==> config.mk <==
export PLATFORM = sky130hd
export DESIGN_NAME = amoc_top
export DESIGN_NICKNAME = d
export VERILOG_FILES = /design/src/design/amoc_pkg.sv /design/src/design/amoc_top.sv
export SDC_FILE = /design/constraint.sdc
export NUM_CORES = 1
export LEC_CHECK = 0
export BUFFER_PORTS_ARGS = -buffer_cell sky130_fd_sc_hd__buf_4
export CAP_MARGIN = 20
export CELL_PAD_IN_SITES_DETAIL_PLACEMENT = 0
export CELL_PAD_IN_SITES_GLOBAL_PLACEMENT = 1
export CORE_ASPECT_RATIO = 0.9
export CORE_MARGIN = 4
export CORE_UTILIZATION = 40
export CTS_CLUSTER_DIAMETER = 200
export DETAILED_ROUTE_END_ITERATION = 12
export GPL_TIMING_DRIVEN = 0
export PLACE_DENSITY_LB_ADDON = 0.1
export SETUP_SLACK_MARGIN = 0.4
export SKIP_CTS_REPAIR_TIMING = 1
export SYNTH_ARGS = -nofsm -noshare
export SYNTH_HDL_FRONTEND = slang
export SYNTH_SLANG_ARGS = --single-unit
==> constraint.sdc <==
create_clock -name i_clk -period 16.7 [get_ports i_clk]
set_clock_uncertainty 0.2 [all_clocks]
set_input_delay 1.67 -clock i_clk [delete_from_list [all_inputs] [get_ports i_clk]]
set_output_delay 1.67 -clock i_clk [all_outputs]
set_load 0.01 [all_outputs]
==> src/design/amoc_pkg.sv <==
package amoc_pkg;
    // Sample and bus widths
    localparam int SAMPLE_W = 10;
    localparam int REG_COUNT = 16;
    localparam int REG_ADDR_W = 4;
    localparam int REG_DATA_W = 16;
    // Configuration register (index 0) fields
    localparam logic [3:0] CFG_ADDR = 4'h0;
    localparam int CFG_CAL_BIT = 15;
    localparam int CFG_PHASE_BIT = 14;
    localparam int CFG_PD_I_BIT = 11;
    localparam int CFG_PD_Q_BIT = 10;
    localparam int CFG_IL_EN_BIT = 7;
    localparam int CFG_IL_QSEL_BIT = 6;
    localparam logic [15:0] CFG_RESET = 16'h0000;
    // Status, interrupt enable, clear and mode registers
    localparam logic [3:0] STAT_ADDR = 4'hC;
    localparam logic [3:0] IRQ_EN_ADDR = 4'hD;
    localparam logic [3:0] IRQ_CLR_ADDR = 4'hE;
    localparam logic [3:0] MODE_ADDR = 4'hF;
    localparam int IRQ_W = 4;
    localparam int IRQ_OVR_I = 0;
    localparam int IRQ_OVR_Q = 1;
    localparam int IRQ_MODE_CHG = 2;
    localparam int IRQ_PAT = 3;
    // Test pattern seed
    localparam logic [9:0] PAT_SEED = 10'h155;
    localparam logic [9:0] PAT_STEP = 10'h001;
endpackage

==> src/design/amoc_top.sv <==
`timescale 1ns/100ps
`default_nettype none
module amoc_top (
    input wire logic i_clk,
    input wire logic i_sys_rst,
    input wire logic i_extended_ctrl_enable_pin,
    input wire logic i_interleave_pin,
    input wire logic i_bus_split_select,
    input wire logic i_output_phase_select,
    input wire logic i_power_down_i,
    input wire logic i_power_down_q,
    input wire logic i_pattern_output_select,
    input wire logic i_cal_pin,
    input wire logic i_link_clk,
    input wire logic [9:0] i_sample_i,
    input wire logic [9:0] i_sample_q,
    input wire logic i_under_i,
    input wire logic i_over_i,
    input wire logic i_under_q,
    input wire logic i_over_q,
    input wire logic [3:0] i_addr,
    input wire logic [15:0] i_wdata,
    input wire logic i_wr,
    input wire logic i_rd,
    output logic [15:0] o_rdata,
    output logic [9:0] o_bus_i,
    output logic [9:0] o_bus_id,
    output logic [9:0] o_bus_q,
    output logic [9:0] o_bus_qd,
    output logic o_oe_i,
    output logic o_oe_id,
    output logic o_oe_q,
    output logic o_oe_qd,
    output logic o_over_range_i,
    output logic o_over_range_q,
    output logic o_data_clk,
    output logic o_cal_request,
    output logic o_serial_active,
    output logic o_irq
);
    // ==========================================================
    // State
    // ==========================================================
    typedef struct packed {
        logic [1:0] ece_s;
        logic [1:0] il_s;
        logic [1:0] split_s;
        logic [1:0] phase_s;
        logic [1:0] pdi_s;
        logic [1:0] pdq_s;
        logic [1:0] pat_s;
        logic [1:0] cal_s;
        logic [1:0] lclk_s;
        logic lclk_d;
        logic [15:0] cfg;
        logic [3:0] status;
        logic [3:0] irq_en;
        logic [3:0] mode_d;
        logic half;
        logic [9:0] hold_i;
        logic [9:0] hold_q;
        logic [9:0] pat;
        logic [15:0] rdata;
        logic [9:0] bus_i;
        logic [9:0] bus_id;
        logic [9:0] bus_q;
        logic [9:0] bus_qd;
        logic oe_i;
        logic oe_id;
        logic oe_q;
        logic oe_qd;
        logic ovr_i;
        logic ovr_q;
        logic dclk;
        logic cal_req;
        logic ser_act;
        logic irq;
    } amoc_state_s;

    amoc_state_s st_reg;
    amoc_state_s st_next;

    logic [15:0] scratch_reg [1:11];

    // ==========================================================
    // Combinational next state
    // ==========================================================
    always_comb begin
        logic extended_control_mode;
        logic il_on;
        logic use_q_in;
        logic demux;
        logic pd_i;
        logic pd_q;
        logic cal_now;
        logic lclk_rise;
        logic lclk_fall;
        logic [9:0] smp_i;
        logic [9:0] smp_q;
        logic [9:0] il_src_a;
        logic [9:0] il_src_b;
        logic ovr_i_now;
        logic ovr_q_now;
        logic [3:0] mode_now;
        logic [3:0] ev;
        extended_control_mode = 1'b0;
        il_on = 1'b0;
        use_q_in = 1'b0;
        demux = 1'b0;
        pd_i = 1'b0;
        pd_q = 1'b0;
        cal_now = 1'b0;
        lclk_rise = 1'b0;
        lclk_fall = 1'b0;
        smp_i = 10'h000;
        smp_q = 10'h000;
        il_src_a = 10'h000;
        il_src_b = 10'h000;
        ovr_i_now = 1'b0;
        ovr_q_now = 1'b0;
        mode_now = 4'h0;
        ev = 4'h0;
        st_next = st_reg;
        st_next.ece_s = {st_reg.ece_s[0], i_extended_ctrl_enable_pin};
        st_next.il_s = {st_reg.il_s[0], i_interleave_pin};
        st_next.split_s = {st_reg.split_s[0], i_bus_split_select};
        st_next.phase_s = {st_reg.phase_s[0], i_output_phase_select};
        st_next.pdi_s = {st_reg.pdi_s[0], i_power_down_i};
        st_next.pdq_s = {st_reg.pdq_s[0], i_power_down_q};
        st_next.pat_s = {st_reg.pat_s[0], i_pattern_output_select};
        st_next.cal_s = {st_reg.cal_s[0], i_cal_pin};
        st_next.lclk_s = {st_reg.lclk_s[0], i_link_clk};
        st_next.lclk_d = st_reg.lclk_s[1];
        lclk_rise = st_reg.lclk_s[1] & ~st_reg.lclk_d;
        lclk_fall = ~st_reg.lclk_s[1] & st_reg.lclk_d;

        // ==========================================================
        // Mode decode
        // ==========================================================
        extended_control_mode = ~st_reg.ece_s[1];
        // a floating pin reaches here as high and powers down
        pd_i = st_reg.pdi_s[1] | (extended_control_mode & st_reg.cfg[amoc_pkg::CFG_PD_I_BIT]);
        pd_q = st_reg.pdq_s[1] | (extended_control_mode & st_reg.cfg[amoc_pkg::CFG_PD_Q_BIT]);
        il_on = extended_control_mode ? st_reg.cfg[amoc_pkg::CFG_IL_EN_BIT] : st_reg.il_s[1];
        use_q_in = extended_control_mode & st_reg.cfg[amoc_pkg::CFG_IL_QSEL_BIT];
        demux = ~st_reg.split_s[1];
        cal_now = st_reg.cal_s[1] | (extended_control_mode & st_reg.cfg[amoc_pkg::CFG_CAL_BIT]);

        // ==========================================================
        // Sample clamp
        // ==========================================================
        // clamp out-of-range words and flag them
        ovr_i_now = i_under_i | i_over_i;
        ovr_q_now = i_under_q | i_over_q;
        smp_i = i_under_i ? 10'h000 : (i_over_i ? 10'h3FF : i_sample_i);
        smp_q = i_under_q ? 10'h000 : (i_over_q ? 10'h3FF : i_sample_q);
        // both converters take the selected input, other deactivated
        il_src_a = use_q_in ? smp_q : smp_i;
        il_src_b = use_q_in ? smp_q : smp_i;

        st_next.ser_act = extended_control_mode;
        st_next.cal_req = cal_now;
        ev = '0;

        // ==========================================================
        // Output buses
        // ==========================================================
        if (lclk_rise) begin
            st_next.half = ~st_reg.half;
            st_next.pat = st_reg.pat + amoc_pkg::PAT_STEP;
            // edge phase toggles the data clock with the word
            if (!st_reg.phase_s[1]) begin
                st_next.dclk = ~st_reg.dclk;
            end
            if (st_reg.pat_s[1]) begin
                st_next.bus_i = st_reg.pat;
                st_next.bus_id = ~st_reg.pat;
                st_next.bus_q = st_reg.pat;
                st_next.bus_qd = ~st_reg.pat;
                st_next.ovr_i = st_reg.pat[0];
                st_next.ovr_q = ~st_reg.pat[0];
            end else if (il_on) begin
                // interleave goes out on the Q side buses, and on the I side buses too when demuxed
                st_next.ovr_i = 1'b0;
                st_next.ovr_q = use_q_in ? ovr_q_now : ovr_i_now;
                if (demux) begin
                    if (st_reg.half) begin
                        st_next.bus_q = st_reg.hold_q;
                        st_next.bus_qd = il_src_b;
                        st_next.bus_i = st_reg.hold_i;
                        st_next.bus_id = il_src_a;
                    end else begin
                        st_next.hold_i = il_src_a;
                        st_next.hold_q = il_src_b;
                    end
                end else begin
                    st_next.bus_q = il_src_a;
                    st_next.bus_qd = il_src_b;
                end
            end else begin
                st_next.ovr_i = ovr_i_now;
                st_next.ovr_q = ovr_q_now;
                if (demux) begin
                    // pair two samples onto two buses at half rate
                    if (st_reg.half) begin
                        st_next.bus_i = st_reg.hold_i;
                        st_next.bus_id = smp_i;
                        st_next.bus_q = st_reg.hold_q;
                        st_next.bus_qd = smp_q;
                    end else begin
                        st_next.hold_i = smp_i;
                        st_next.hold_q = smp_q;
                    end
                end else begin
                    st_next.bus_i = smp_i;
                    st_next.bus_q = smp_q;
                end
            end
        end

        // midway phase toggles the data clock between words
        if (lclk_fall && st_reg.phase_s[1]) begin
            st_next.dclk = ~st_reg.dclk;
        end

        // bus enables per mode and power state
        if (st_reg.pat_s[1]) begin
            st_next.oe_i = 1'b1;
            st_next.oe_id = 1'b1;
            st_next.oe_q = 1'b1;
            st_next.oe_qd = 1'b1;
        end else if (il_on) begin
            st_next.oe_q = ~pd_q;
            st_next.oe_qd = ~pd_q;
            st_next.oe_i = demux & ~pd_i;
            st_next.oe_id = demux & ~pd_i;
        end else begin
            st_next.oe_i = ~pd_i;
            st_next.oe_id = demux & ~pd_i;
            st_next.oe_q = ~pd_q;
            st_next.oe_qd = demux & ~pd_q;
        end

        // ==========================================================
        // Register bank: only reachable in extended mode
        // ==========================================================
        st_next.rdata = '0;
        if (i_rd && extended_control_mode) begin
            case (i_addr)
                amoc_pkg::CFG_ADDR: st_next.rdata = st_reg.cfg;
                amoc_pkg::STAT_ADDR: st_next.rdata = {12'h000, st_reg.status};
                amoc_pkg::IRQ_EN_ADDR: st_next.rdata = {12'h000, st_reg.irq_en};
                amoc_pkg::IRQ_CLR_ADDR: st_next.rdata = 16'h0000;
                amoc_pkg::MODE_ADDR: st_next.rdata = {12'h000, st_reg.mode_d};
                default: st_next.rdata = scratch_reg[i_addr];
            endcase
        end
        if (!extended_control_mode) begin
            st_next.cfg = amoc_pkg::CFG_RESET;
        end else if (i_wr && i_addr == amoc_pkg::CFG_ADDR) begin
            st_next.cfg = i_wdata;
        end
        if (i_wr && extended_control_mode && i_addr == amoc_pkg::IRQ_EN_ADDR) begin
            st_next.irq_en = i_wdata[3:0];
        end

        // ==========================================================
        // Interrupts
        // ==========================================================
        mode_now = {st_reg.pat_s[1], demux, il_on, extended_control_mode};
        st_next.mode_d = mode_now;
        ev[amoc_pkg::IRQ_OVR_I] = lclk_rise & ovr_i_now;
        ev[amoc_pkg::IRQ_OVR_Q] = lclk_rise & ovr_q_now;
        ev[amoc_pkg::IRQ_MODE_CHG] = (mode_now != st_reg.mode_d);
        ev[amoc_pkg::IRQ_PAT] = st_reg.pat_s[1];
        if (i_wr && extended_control_mode && i_addr == amoc_pkg::IRQ_CLR_ADDR) begin
            st_next.status = st_reg.status & ~i_wdata[3:0];
        end
        st_next.status = st_next.status | ev;
        st_next.irq = |(st_next.status & st_reg.irq_en);
    end

    // ==========================================================
    // Registers
    // ==========================================================
    always_ff @(posedge i_clk or posedge i_sys_rst) begin
        if (i_sys_rst) begin
            // Start in pin control so no extended-mode pulse follows reset
            st_reg <= '{ece_s: 2'b11, default: '0};
        end else begin
            st_reg <= st_next;
        end
    end

    // Spare registers of the bank, cleared when pin control is chosen
    always_ff @(posedge i_clk or posedge i_sys_rst) begin
        if (i_sys_rst) begin
            for (int k = 1; k < 12; k++) begin
                scratch_reg[k] <= 16'h0000;
            end
        end else if (st_reg.ece_s[1]) begin
            for (int k = 1; k < 12; k++) begin
                scratch_reg[k] <= 16'h0000;
            end
        end else if (i_wr && i_addr >= 4'h1 && i_addr <= 4'hB) begin
            scratch_reg[i_addr] <= i_wdata;
        end
    end

    assign o_rdata = st_reg.rdata;
    assign o_bus_i = st_reg.bus_i;
    assign o_bus_id = st_reg.bus_id;
    assign o_bus_q = st_reg.bus_q;
    assign o_bus_qd = st_reg.bus_qd;
    assign o_oe_i = st_reg.oe_i;
    assign o_oe_id = st_reg.oe_id;
    assign o_oe_q = st_reg.oe_q;
    assign o_oe_qd = st_reg.oe_qd;
    assign o_over_range_i = st_reg.ovr_i;
    assign o_over_range_q = st_reg.ovr_q;
    assign o_data_clk = st_reg.dclk;
    assign o_cal_request = st_reg.cal_req;
    assign o_serial_active = st_reg.ser_act;
    assign o_irq = st_reg.irq;
endmodule
`default_nettype wire

# After elaboration in Yosys (flattened, before gate mapping)
# Index checks and enable logic that the tools add are counted.
[word_totals]
regBits = 320
out_inout_bits = 66
input_bits = 57
[op_classes]
n_addsub = 1
n_bitwise = 31
n_eq_ne = 10
reduce_logical = 22
mux = 42
n_lt_le_gt_ge = 4
[ops]
columns = ["cell", "count"]
rows = [
  ["2-to-1 mux 176 bit", 2],
  ["bitwise mux 176 bit", 1],
  ["2-to-1 mux 40 bit", 4],
  ["2-to-1 mux 20 bit", 7],
  ["2-to-1 mux 16 bit", 6],
  ["2-to-1 mux 10 bit", 9],
  ["one-hot mux 16 bit (5 select lines)", 1],
  ["binary-select mux 16 bit (select 4 bit)", 1],
  ["demux 16 bit (select 4 bit)", 1],
  ["== test 4 bit (second input constant)", 4],
  ["2-to-1 mux 4 bit", 3],
  ["adder 10 x 1 -> 10 bit (second input constant)", 1],
  ["AND 1 bit", 10],
  ["inverter 1 bit", 10],
  ["inverter 10 bit", 1],
  ["logical AND 1 bit", 9],
  ["AND 4 bit", 2],
  ["AND reduction 4 bit", 2],
  ["nonzero test 2 bit", 4],
  ["!= test 3 bit (second input constant)", 2],
  ["AND reduction 3 bit", 2],
  ["greater-or-equal comparator 5 bit (second input constant)", 1],
  ["< comparator 5 x 1 -> 1 bit (second input constant)", 1],
  ["2-to-1 mux 1 bit", 5],
  ["other kinds (15)", 21],
]

# Logic depth before layout (Yosys ltp)
# Gate-level depths: netlist of run 1.
[logic_depth]
depth_word = 8
mapped_depth = 7
depth_no_buf = 5

# Worst setup path before layout of run 1
# Ideal clock, no wire load.
[synth_path]
path_type = "in2reg"
start = "input i_addr[1]"
end = "register scratch_reg[80] (netlist bit)"
setup_slack_ps = 13554
arrival_time_ps = 2815
n_path_buf = 3
required_time_ps = 16368
setup_ps = 132
path_stages = 7
path_cell_list = "buf_4 nand3b_2 buf_4 nor3_4 buf_8 mux2i_1 nor2_1"
[synth_between]
elab_chain_cells = 8
word_cells_on_any_way = 14
classes_between = "order compare: 4; mux: 5; bitwise: 1; reduce/logical: 4"
[synth_rtl]
columns = ["element", "line_no", "rtl"]
rows = [
  ["start, declared", "amoc_top.sv:21", "input wire logic [3:0] i_addr,"],
  ["inverter 4 -> 5 bit (not written as such)", "amoc_top.sv:306", "scratch_reg[i_addr] <= i_wdata;"],
  ["greater-or-equal comparator 5 bit (not written as such) or < comparator 5 x 1 -> 1 bit (tied branches)", "amoc_top.sv:306", ""],
  ["logical AND 1 bit (not written as such)", "amoc_top.sv:306", ""],
  ["2-to-1 mux 16 bit (not written as such)", "amoc_top.sv:306", ""],
  ["demux 16 bit (select 4 bit)", "amoc_top.sv:306", ""],
  ["bitwise mux 176 bit", "amoc_top.sv:306", ""],
  ["2-to-1 mux 176 bit", "amoc_top.sv:305", "end else if (i_wr && i_addr >= 4'h1 && i_addr <= 4'hB) begin"],
  ["2-to-1 mux 176 bit", "amoc_top.sv:301", "end else if (st_reg.ece_s[1]) begin"],
  ["end signal, assigned by index", "amoc_top.sv:306", ""],
  ["end, declared", "amoc_top.sv:83", "logic [15:0] scratch_reg [1:11];"],
]
# Parallel ways exist; a longest one is shown, timed or not. The select of a mux whose other input is x is not followed.
# A chain may end at the register's enable or synchronous reset.

# Worst setup path after layout of run 1
[layout_path]
start = "input i_addr[3]"
end = "register scratch_reg[135] (netlist bit)"
# The elaborated chain is that of the path after synthesis.

==> out/results.tsv, run 1 <==
stage	metric	value	unit
floorplan	I/O pin total	123	
place	IO Port Bufs	121	
yosys	Synth Instances	1580	
global_routing	largest net degree at the start of global routing	119	
route	Vias per Instance	5.46	
power	switching pwr	0.000580	W
place	HPWL after DPL	37400	um
route	drt pass-1 iters	5	
route	via count	12510	
global_routing	GRT overflow	0	
global_routing	All-Layer GR Usage	24.7	%
timing	final worst setup slack	13470	ps
place	Place WS	12940	ps
critical_path	Max stage delay on crit path	490	ps
route	Residual DRC	0	
finish	Post-layout nets	1801	
critical_path	critical setup path kind	primary input to register	
finish	area delta synth->final	18.6	%
floorplan	Die Wd	216	um
critical_path	CP max FO	10	
min_path	hold crit path type	register to register	
min_path	Worst Min Path Start	st_next[129]	
critical_path	Worst setup startpoint	i_addr[3]	
timing	RSZ-0062 raised after global routing	no	
yosys	Synth cell types	67	
critical_path	R2R cell count	5	
critical_path	slowest CP cell	nor2_1	
clocking	TritonCTS buffer count	37	
timing	Least-Margin Pin Slew	903	ps
critical_path	arrival time worst endpoint	3490	ps
finish	max FFs per register	176	
finish	fillers	3646	
route	DRT iter0 DRCs	1358	
route	WL final	52500	um
finish	share of cells above drive strength 1	21.3	%
yosys	Post-Synthesis Cell Area	15600	um2
clocking	CTS tree	yes	
yosys	Post-synth top flop	dfrtp_1	
yosys	Synth Net Count	1638	
yosys	Ys Warns	0	
global_routing	vias in the first global route	12373	
clocking	CTS root buffer	clkbuf_16	
run	max-cap violations	0	
critical_path	Crit path max-delay family	simple AND/OR/NAND/NOR gates	
timing	relative slew slack	39.8	%
timing	Final Hold Violating Endpoints	0	
route	DRT antenna net count	0	
timing	Total Neg Setup Slack	0	ps
critical_path	Worst Path Required	16960	ps
power	sequential share of power	42.8	%
floorplan	starting density of the core	40.6	%
route	WL/cell	22.9	um
critical_path	r2r startpoint	st_next[100]	
critical_path	register-to-register setup slack	14000	ps
status	outcome	completed	
clocking	H-tree depth	2	
place	Inst Count DP	2229	
critical_path	worst reg2reg endpoint	o_bus_id[1]	
floorplan	# rows	68	
global_routing	wire length of the first global-routing pass	79400	um
yosys	async set-reset flop share out of synthesis	100	%
power	Gate power share	17.4	%
finish	Antenna Cells	0	
floorplan	Die Height	195	um
critical_path	most frequent CP cell	buf_4	
yosys	#FFs+latches synth	319	
timing	max-slew violations	0	
clocking	Clock Sinks	319	
clocking	Clock Tree Buf Depth	3	
critical_path	critical path launch point type	primary input	
power	Clk pwr share	39.8	%
critical_path	WP buf/inv	3	
power	switching share of power	27.4	%
timing	Tmin final	3230	ps
power	LEAKAGE	8.14	nW
power	internal power	0.00153	W
timing	Setup violations, final	0	
yosys	sequential area share after synthesis	51.3	%
yosys	Post-synth EDFFs	0	
floorplan	die area	42200	um2
critical_path	crit end category	register	
timing	Final period util	19.4	%
global_routing	initial antenna violation count	0	
timing	fmax	309	MHz
critical_path	worst-path cell chain	buf_4 -> nand3b_2 -> buf_4 -> nor2_1 -> buf_2 -> nand2_1 -> a21oi_1	
clocking	worst skew pair latency	540	ps
critical_path	WP depth	7	
power	worst vdd ir	53.8	uV
critical_path	CP endpoint	scratch_reg[135]	
finish	fin cells	2292	
place	RePlAce Congestion	0.918	
clocking	Worst-path clk slew	60	ps
floorplan	Core ar.	38400	um2
yosys	Mean Syn Cell Area	9.86	um2
power	pwr/cell area	114	nW/um2
power	Pwr Total	0.00211	W
power groups by stage:
| stage | registers [W] | logic (W) | clock network [W] |
|---|---|---|---|
| CTS | 0.000903 | 0.000369 | 0.000857 |
| global route | 0.000912 | 0.000402 | 0.000888 |
| detailed placement | 0.000916 | 0.000368 | 0 |
| floorplan | 0.000898 | 0.000226 | 0 |
| finish | 0.000903 | 0.000368 | 0.000840 |
| global placement | 0.000915 | 0.000363 | 0 |
metrics by stage:
step | hold WS [ps] | utilization (%) | cell area (um2)
after floorplan | 131 | - | 15600
after global placement | 136 | 44.7 | 17100
after detailed placement | 136 | 44.9 | 17200
after CTS | 149 | 48.2 | 18500
after global routing | 155 | 48.2 | 18500
final | 143 | 48.2 | 18500
cell usage after synthesis (4+ instances only):
cell / count / area share (%)
or2_2: 8 / 0.32
a22oi_1: 4 / 0.19
a311oi_1: 12 / 0.67
nand3_1: 6 / 0.19
inv_1: 20 / 0.48
o31ai_1: 23 / 1.1
nand2b_1: 5 / 0.20
a21oi_1: 183 / 5.9
a31oi_1: 10 / 0.40
nand2_1: 380 / 9.2
buf_2: 28 / 0.90
xnor2_1: 10 / 0.56
mux2i_1: 56 / 3.6
mux2_2: 16 / 1.2
a211o_1: 6 / 0.34
a21o_1: 4 / 0.19
buf_6: 6 / 0.43
a2bb2oi_1: 4 / 0.22
o21ai_0: 77 / 2.5
buf_1: 6 / 0.14
buf_4: 66 / 3.2
clkbuf_1: 73 / 1.8
nor3_1: 24 / 0.77
a221oi_1: 6 / 0.34
dfrtp_1: 317 / 51
a22o_1: 4 / 0.22
o2bb2ai_1: 6 / 0.34
o21bai_1: 20 / 0.96
mux4_2: 44 / 6.4
and2_1: 6 / 0.24
o221ai_1: 5 / 0.28
nor2_1: 74 / 1.8
nor2b_1: 9 / 0.36
xor2_1: 5 / 0.28
or3_1: 7 / 0.28
cell usage in the layout, fill, tap and decap left out, drive strengths merged, types with 4 or more instances in the layout:
master / count
a221oi: 6
buf: 233
nor3: 28
dfrtp: 317
or3: 7
o21bai: 21
a211o: 6
mux4: 44
a311oi: 12
mux2: 18
and2: 7
inv: 23
or2: 8
o21ai: 77
a21oi: 184
xor2: 5
clkbuf: 131
o2bb2ai: 6
a21o: 4
nor2b: 9
xnor2: 10
a31oi: 10
a22oi: 4
nand3b: 5
o31ai: 23
mux2i: 57
a22o: 4
a2bb2oi: 4
nand2: 381
nand3: 7
nor2: 76
a2111oi: 4
nand2b: 5
o221ai: 5
logic make-up after synthesis:
kind of cell | Yosys count | synth area share [%]
buf+inv | 207 | 7.37
mux | 119 | 11.4
simple gates | 544 | 14.8
flops | 319 | 51.3
fa+ha+maj | 1 | 0.0803
compound gates | 375 | 14.3
xor+xnor | 15 | 0.843
area by class of cell:
cell class              instances  area (um2)  share of cell area, %
repair buffers                124         991                   5.36
well taps                     525         657                   3.55
flip-flops and latches        319        7990                   43.2
multi-input cells            1054        6440                   34.9
inverters                      22        90.1                  0.488
clock inverters                 8         121                  0.657
plain buffers                 185        1060                   5.76
clock buffers                  55        1130                   6.09
worst min-delay path by stage:
stage | endpoint | slack (ps) | cells after the start
floorplan | st_next[100] | 130 | 0
detailed placement | st_reg[137] | 140 | 0
global route | st_reg[135] | 150 | 0
CTS | st_reg[129] | 150 | 0
finish | st_reg[129] | 140 | 0
global placement | st_reg[135] | 140 | 0
routing by layer:
layer  part of all wire (%)  vias to the layer above  GRT usage (%)
li1                       -                     5712              -
met3                    7.8                       69           4.81
met5                      0                        -              0
met2                     41                      465           34.2
met4                    2.2                        0           5.93
met1                     49                     6264           39.5
No activity file was read; power rests on OpenSTA's default activity.
==> inputs of run 2 (changes only) <==
==> constraint.sdc (replaced) <==
create_clock -name i_clk -period 3.35 [get_ports i_clk]
set_clock_uncertainty 0.2 [all_clocks]
set_input_delay 0.335 -clock i_clk [delete_from_list [all_inputs] [get_ports i_clk]]
set_output_delay 0.335 -clock i_clk [all_outputs]
set_load 0.01 [all_outputs]
==> run 2 against run 1 <==
Sequential power increased to 5.0 times the previous value. Non-clock buffer count increased by 32. Via count increased by 1.1%. Utilization increased by 0.86 points. Power increased to 5.0 times the previous value. Worst hold slack got worse by 37 ps. Critical endpoint is now o_bus_id[1]. Clock-buffer cell count increased by 2. Worst setup slack got worse by 13000 ps. Highest routed layer unchanged. First-iteration DRC count decreased by 20%. Largest power group unchanged.
==> out/results.tsv, run 2 (synthesis results as in run 1) <==
stage	metric	value	unit
finish	fillers	3644	
critical_path	Worst Path Required	3590	ps
critical_path	critical path launch point type	register	
clocking	Clock Sinks	319	
clocking	worst skew pair latency	550	ps
place	RePlAce Congestion	0.884	
clocking	CTS root buffer	clkbuf_16	
floorplan	die area	42200	um2
timing	RSZ-0062 raised after global routing	no	
route	drt pass-1 iters	5	
critical_path	worst-path cell chain	buf_2 -> buf_2 -> buf_1 -> o21ai_0 -> o21ai_0	
timing	Least-Margin Pin Slew	828	ps
min_path	hold crit path type	primary input to register	
global_routing	GRT overflow	0	
global_routing	initial antenna violation count	1	
floorplan	Die Height	195	um
critical_path	crit end category	register	
route	DRT antenna net count	0	
timing	fmax	378	MHz
finish	area delta synth->final	20.8	%
place	HPWL after DPL	38100	um
global_routing	largest net degree at the start of global routing	41	
critical_path	critical setup path kind	register to register	
route	DRT iter0 DRCs	1088	
clocking	TritonCTS buffer count	37	
floorplan	Die Wd	216	um
run	max-cap violations	0	
route	Vias per Instance	5.43	
route	WL/cell	22.6	um
clocking	Worst-path clk slew	60	ps
finish	area of the multi-input gates	6440	um2
route	Residual DRC	0	
timing	Final Hold Violating Endpoints	0	
finish	Post-layout nets	1833	
clocking	H-tree depth	2	
global_routing	wire length of the first global-routing pass	79700	um
floorplan	# rows	68	
power	LEAKAGE	8.28	nW
floorplan	Core ar.	38400	um2
route	via count	12650	
timing	Final period util	79.0	%
finish	fin cells	2329	
place	Place WS	750	ps
critical_path	Crit path max-delay family	buffers and inverters	
critical_path	slowest CP cell	buf_1	
finish	share of cells above drive strength 1	21.2	%
global_routing	All-Layer GR Usage	24.9	%
critical_path	WP buf/inv	3	
critical_path	register-to-register setup slack	700	ps
clocking	Clock Tree Buf Depth	3	
critical_path	Max stage delay on crit path	610	ps
power	Pwr Total	0.0105	W
finish	Register Area	7990	um2
critical_path	arrival time worst endpoint	2890	ps
power	worst vdd ir	283	uV
timing	max-slew violations	0	
status	outcome	completed	
finish	design area	18800	um2
clocking	CTS tree	yes	
timing	Tmin final	2650	ps
timing	final worst setup slack	703	ps
timing	Setup violations, final	0	
finish	commonest non-fill, non-tap cells in the layout	nand2_1, dfrtp_1, buf_4, a21oi_1, clkbuf_1	
route	WL final	52700	um
finish	max FFs per register	176	
timing	relative slew slack	44.8	%
power	pwr/cell area	557	nW/um2
finish	commonest non-fill, non-tap cell in the layout	nand2_1	
global_routing	vias in the first global route	12474	
place	IO Port Bufs	121	
floorplan	I/O pin total	123	
place	Area after DPL	17300	um2
place	Inst Count DP	2235	
critical_path	CP max FO	10	
floorplan	starting density of the core	40.6	%
finish	fin util	49.0	%
-- run 2: cell types whose count changed in the layout (fill, tap and decap cells not counted), moves of 2 or more --
cell	change
dlygate4sd3_1	+26
buf_12	+9
clkbuf_1	+4
buf_16	-3
clkinv_2	+3
clkbuf_8	-2
-- run 2: final timing paths --
kind / start / endpoint / cells past startpoint
worst min-delay path: i_wr / scratch_reg[31] / 5
max in group asynchronous: i_sys_rst / st_reg[116] / 7
worst max register to register: st_next[100] / o_bus_id[1] / 5
min in group asynchronous: i_sys_rst / scratch_reg[74] / 3
worst max-delay path: st_next[100] / o_bus_id[1] / 5
worst min register to register: st_next[139] / st_reg[139] / 0
-- run 2: worst min-delay path: cells and delay by family --
| family | cells | cell delay, ps |
|---|---|---|
| simple gates | 3 | 270 |
| buf+inv | 1 | 160 |
| compound gates | 1 | 50 |
-- run 2: stage by stage --
step	TNS (ps)	hold WS, ps
2_1_floorplan	-455840	131
3_3_place_gp	-1144870	136
3_5_place_dp	0	136
4_1_cts	0	-449
5_1_grt	0	117
6_report	0	106
-- run 2: layout make-up --
| class | instances | share of cell area, % |
|---|---|---|
| sequential | 319 | 42.5 |
| multi-input combinational | 1054 | 34.3 |
| timing repair buffer | 156 | 7.17 |
| clock buffer | 57 | 5.92 |
| buffer | 185 | 5.66 |
| tap | 525 | 3.49 |
| clock inverter | 10 | 0.572 |
| inverter | 22 | 0.459 |
| antenna | 1 | 0.0133 |
-- run 2: routing by layer --
layer	share of wire, %	GRT usage (%)	vias to the layer above
met1	48	38.8	6335
met2	41	34.3	472
met3	8.9	6.60	65
met4	1.9	6.14	0
met5	0	0	-
li1	-	-	5778
-- run 2: where the power goes --
group | leakage (nW) | internal (W) | switching, W
clock | 0.604 | 0.00245 | 0.00166
combinational | 3.46 | 0.000884 | 0.000987
sequential | 4.22 | 0.00424 | 0.000266
==> inputs of run 3 (changes only) <==
==> constraint.sdc (replaced) <==
create_clock -name i_clk -period 2.2 [get_ports i_clk]
set_clock_uncertainty 0.2 [all_clocks]
set_input_delay 0.22 -clock i_clk [delete_from_list [all_inputs] [get_ports i_clk]]
set_output_delay 0.22 -clock i_clk [all_outputs]
set_load 0.01 [all_outputs]
==> run 3 against run 2 <==
Global-route usage decreased by 0.69 points. First-iteration DRC count increased by 4.1%. Register-to-register slack got worse by 640 ps. Critical path type unchanged. Highest routed layer unchanged.
==> out/results.tsv, run 3 (synthesis results as in run 1) <==
stage	metric	value	unit
status	outcome	completed	
power	worst vdd ir	493	uV
finish	max FFs per register	176	
route	drt pass-1 iters	5	
finish	share of cells above drive strength 1	27.9	%
timing	final worst setup slack	63.8	ps
timing	Setup violations, final	0	
global_routing	largest net degree at the start of global routing	41	
timing	Least-Margin Pin Slew	825	ps
critical_path	crit end category	register	
clocking	TritonCTS buffer count	37	
clocking	Worst-path clk slew	60	ps
power	pwr/cell area	834	nW/um2
global_routing	initial antenna violation count	0	
place	RePlAce Congestion	0.880	
route	WL/cell	22.2	um
finish	commonest non-fill, non-tap cells in the layout	nand2_1, dfrtp_1, buf_4, a21oi_1, nor2_1	
finish	area of the multi-input gates	7030	um2
critical_path	Worst Path Required	2410	ps
clocking	Clock Sinks	319	
clocking	CTS root buffer	clkbuf_16	
global_routing	wire length of the first global-routing pass	77900	um
timing	RSZ-0062 raised after global routing	yes	
finish	Post-layout nets	1844	
finish	fin util	51.5	%
finish	Register Area	7990	um2
critical_path	critical path launch point type	register	
clocking	CTS tree	yes	
floorplan	starting density of the core	40.6	%
timing	fmax	468	MHz
route	Residual DRC	0	
floorplan	# rows	68	
timing	max-slew violations	0	
place	HPWL after DPL	37400	um
timing	Tmin final	2140	ps
route	WL final	51900	um
route	DRT antenna net count	0	
clocking	H-tree depth	2	
clocking	Clock Tree Buf Depth	3	
place	Place WS	-324	ps
global_routing	All-Layer GR Usage	24.2	%
floorplan	die area	42200	um2
min_path	hold crit path type	primary input to register	
clocking	worst skew pair latency	550	ps
timing	relative slew slack	45.0	%
power	LEAKAGE	8.57	nW
route	via count	12737	
finish	commonest non-fill, non-tap cell in the layout	nand2_1	
timing	Final Hold Violating Endpoints	0	
finish	area delta synth->final	26.9	%
finish	Antenna Cells	0	
timing	Final period util	97.1	%
route	DRT iter0 DRCs	1133	
finish	fillers	3603	
critical_path	CP max FO	4	
floorplan	Core ar.	38400	um2
floorplan	Die Height	195	um
route	Vias per Instance	5.45	
global_routing	GRT overflow	0	
critical_path	arrival time worst endpoint	2350	ps
floorplan	I/O pin total	123	
run	max-cap violations	0	
critical_path	critical setup path kind	register to register	
floorplan	Die Wd	216	um
global_routing	vias in the first global route	12277	
place	IO Port Bufs	121	
[run 3: cell count changes in the layout (fill, tap and decap cells not counted), sizes merged]
| cell | change |
|---|---|
| inv | -1 |
| clkinv | -2 |
| clkinvlp | +1 |
| clkbuf | -6 |
| buf | +15 |
| diode | -1 |
| bufinv | +2 |
| dlygate4sd3 | +1 |
[run 3: worst paths after layout]
check / start / slack [ps] / endpoint / cells after the start
hold / removal: i_addr[1] / 20 / scratch_reg[16] / 5
hold reg to reg: st_next[139] / 140 / st_reg[139] / 0
setup / recovery: st_reg[143] / 60 / o_bus_i[0] / 5
min in group asynchronous: i_sys_rst / 250 / scratch_reg[119] / 4
max in group asynchronous: i_sys_rst / 680 / st_next[143] / 6
setup reg to reg: st_reg[143] / 60 / o_bus_i[0] / 5
[run 3: final cells by class]
class | instances | share of cell area, %
clock buffers | 56 | 5.62
multi-input cells | 1054 | 35.6
inverters | 22 | 0.469
clock inverters | 10 | 0.779
flip-flops and latches | 319 | 40.4
well taps | 525 | 3.32
plain buffers | 185 | 6.33
repair buffers | 167 | 7.47
[run 3: worst max-delay path: stages (launching register included)]
cell      delay, ps
dfstp_2         630
mux2i_4         330
buf_6           170
a21boi_0         90
o31a_1          330
mux2_4          260
[run 3: per-layer routing]
layer / vias up / share of wire [%] / track usage, %
met1: 6453 / 49 / 39.3
met2: 429 / 42 / 33.5
met5: - / 0 / 0
met3: 50 / 7.8 / 4.71
met4: 0 / 1.3 / 4.53
li1: 5805 / - / -
[run 3: metrics by stage]
stage	std cells	instance area [um2]	TNS, ps	power (W)	hold WS (ps)
after detailed placement	2234	17400	-36840	0.00977	130
after CTS	2300	18600	-40500	0.0163	-436
after global placement	2226	17200	-1514430	0.00972	130
final	2338	19800	0	0.0165	19.9
after floorplan	1580	15600	-786010	0.00857	24.5
after global routing	2338	19800	0	0.0172	21.2
[run 3: power by group]
group          total [W]  internal (W)  switching, W
Combinational    0.00313       0.00152       0.00161
Sequential       0.00686       0.00645      0.000405
Clock            0.00649       0.00395       0.00254
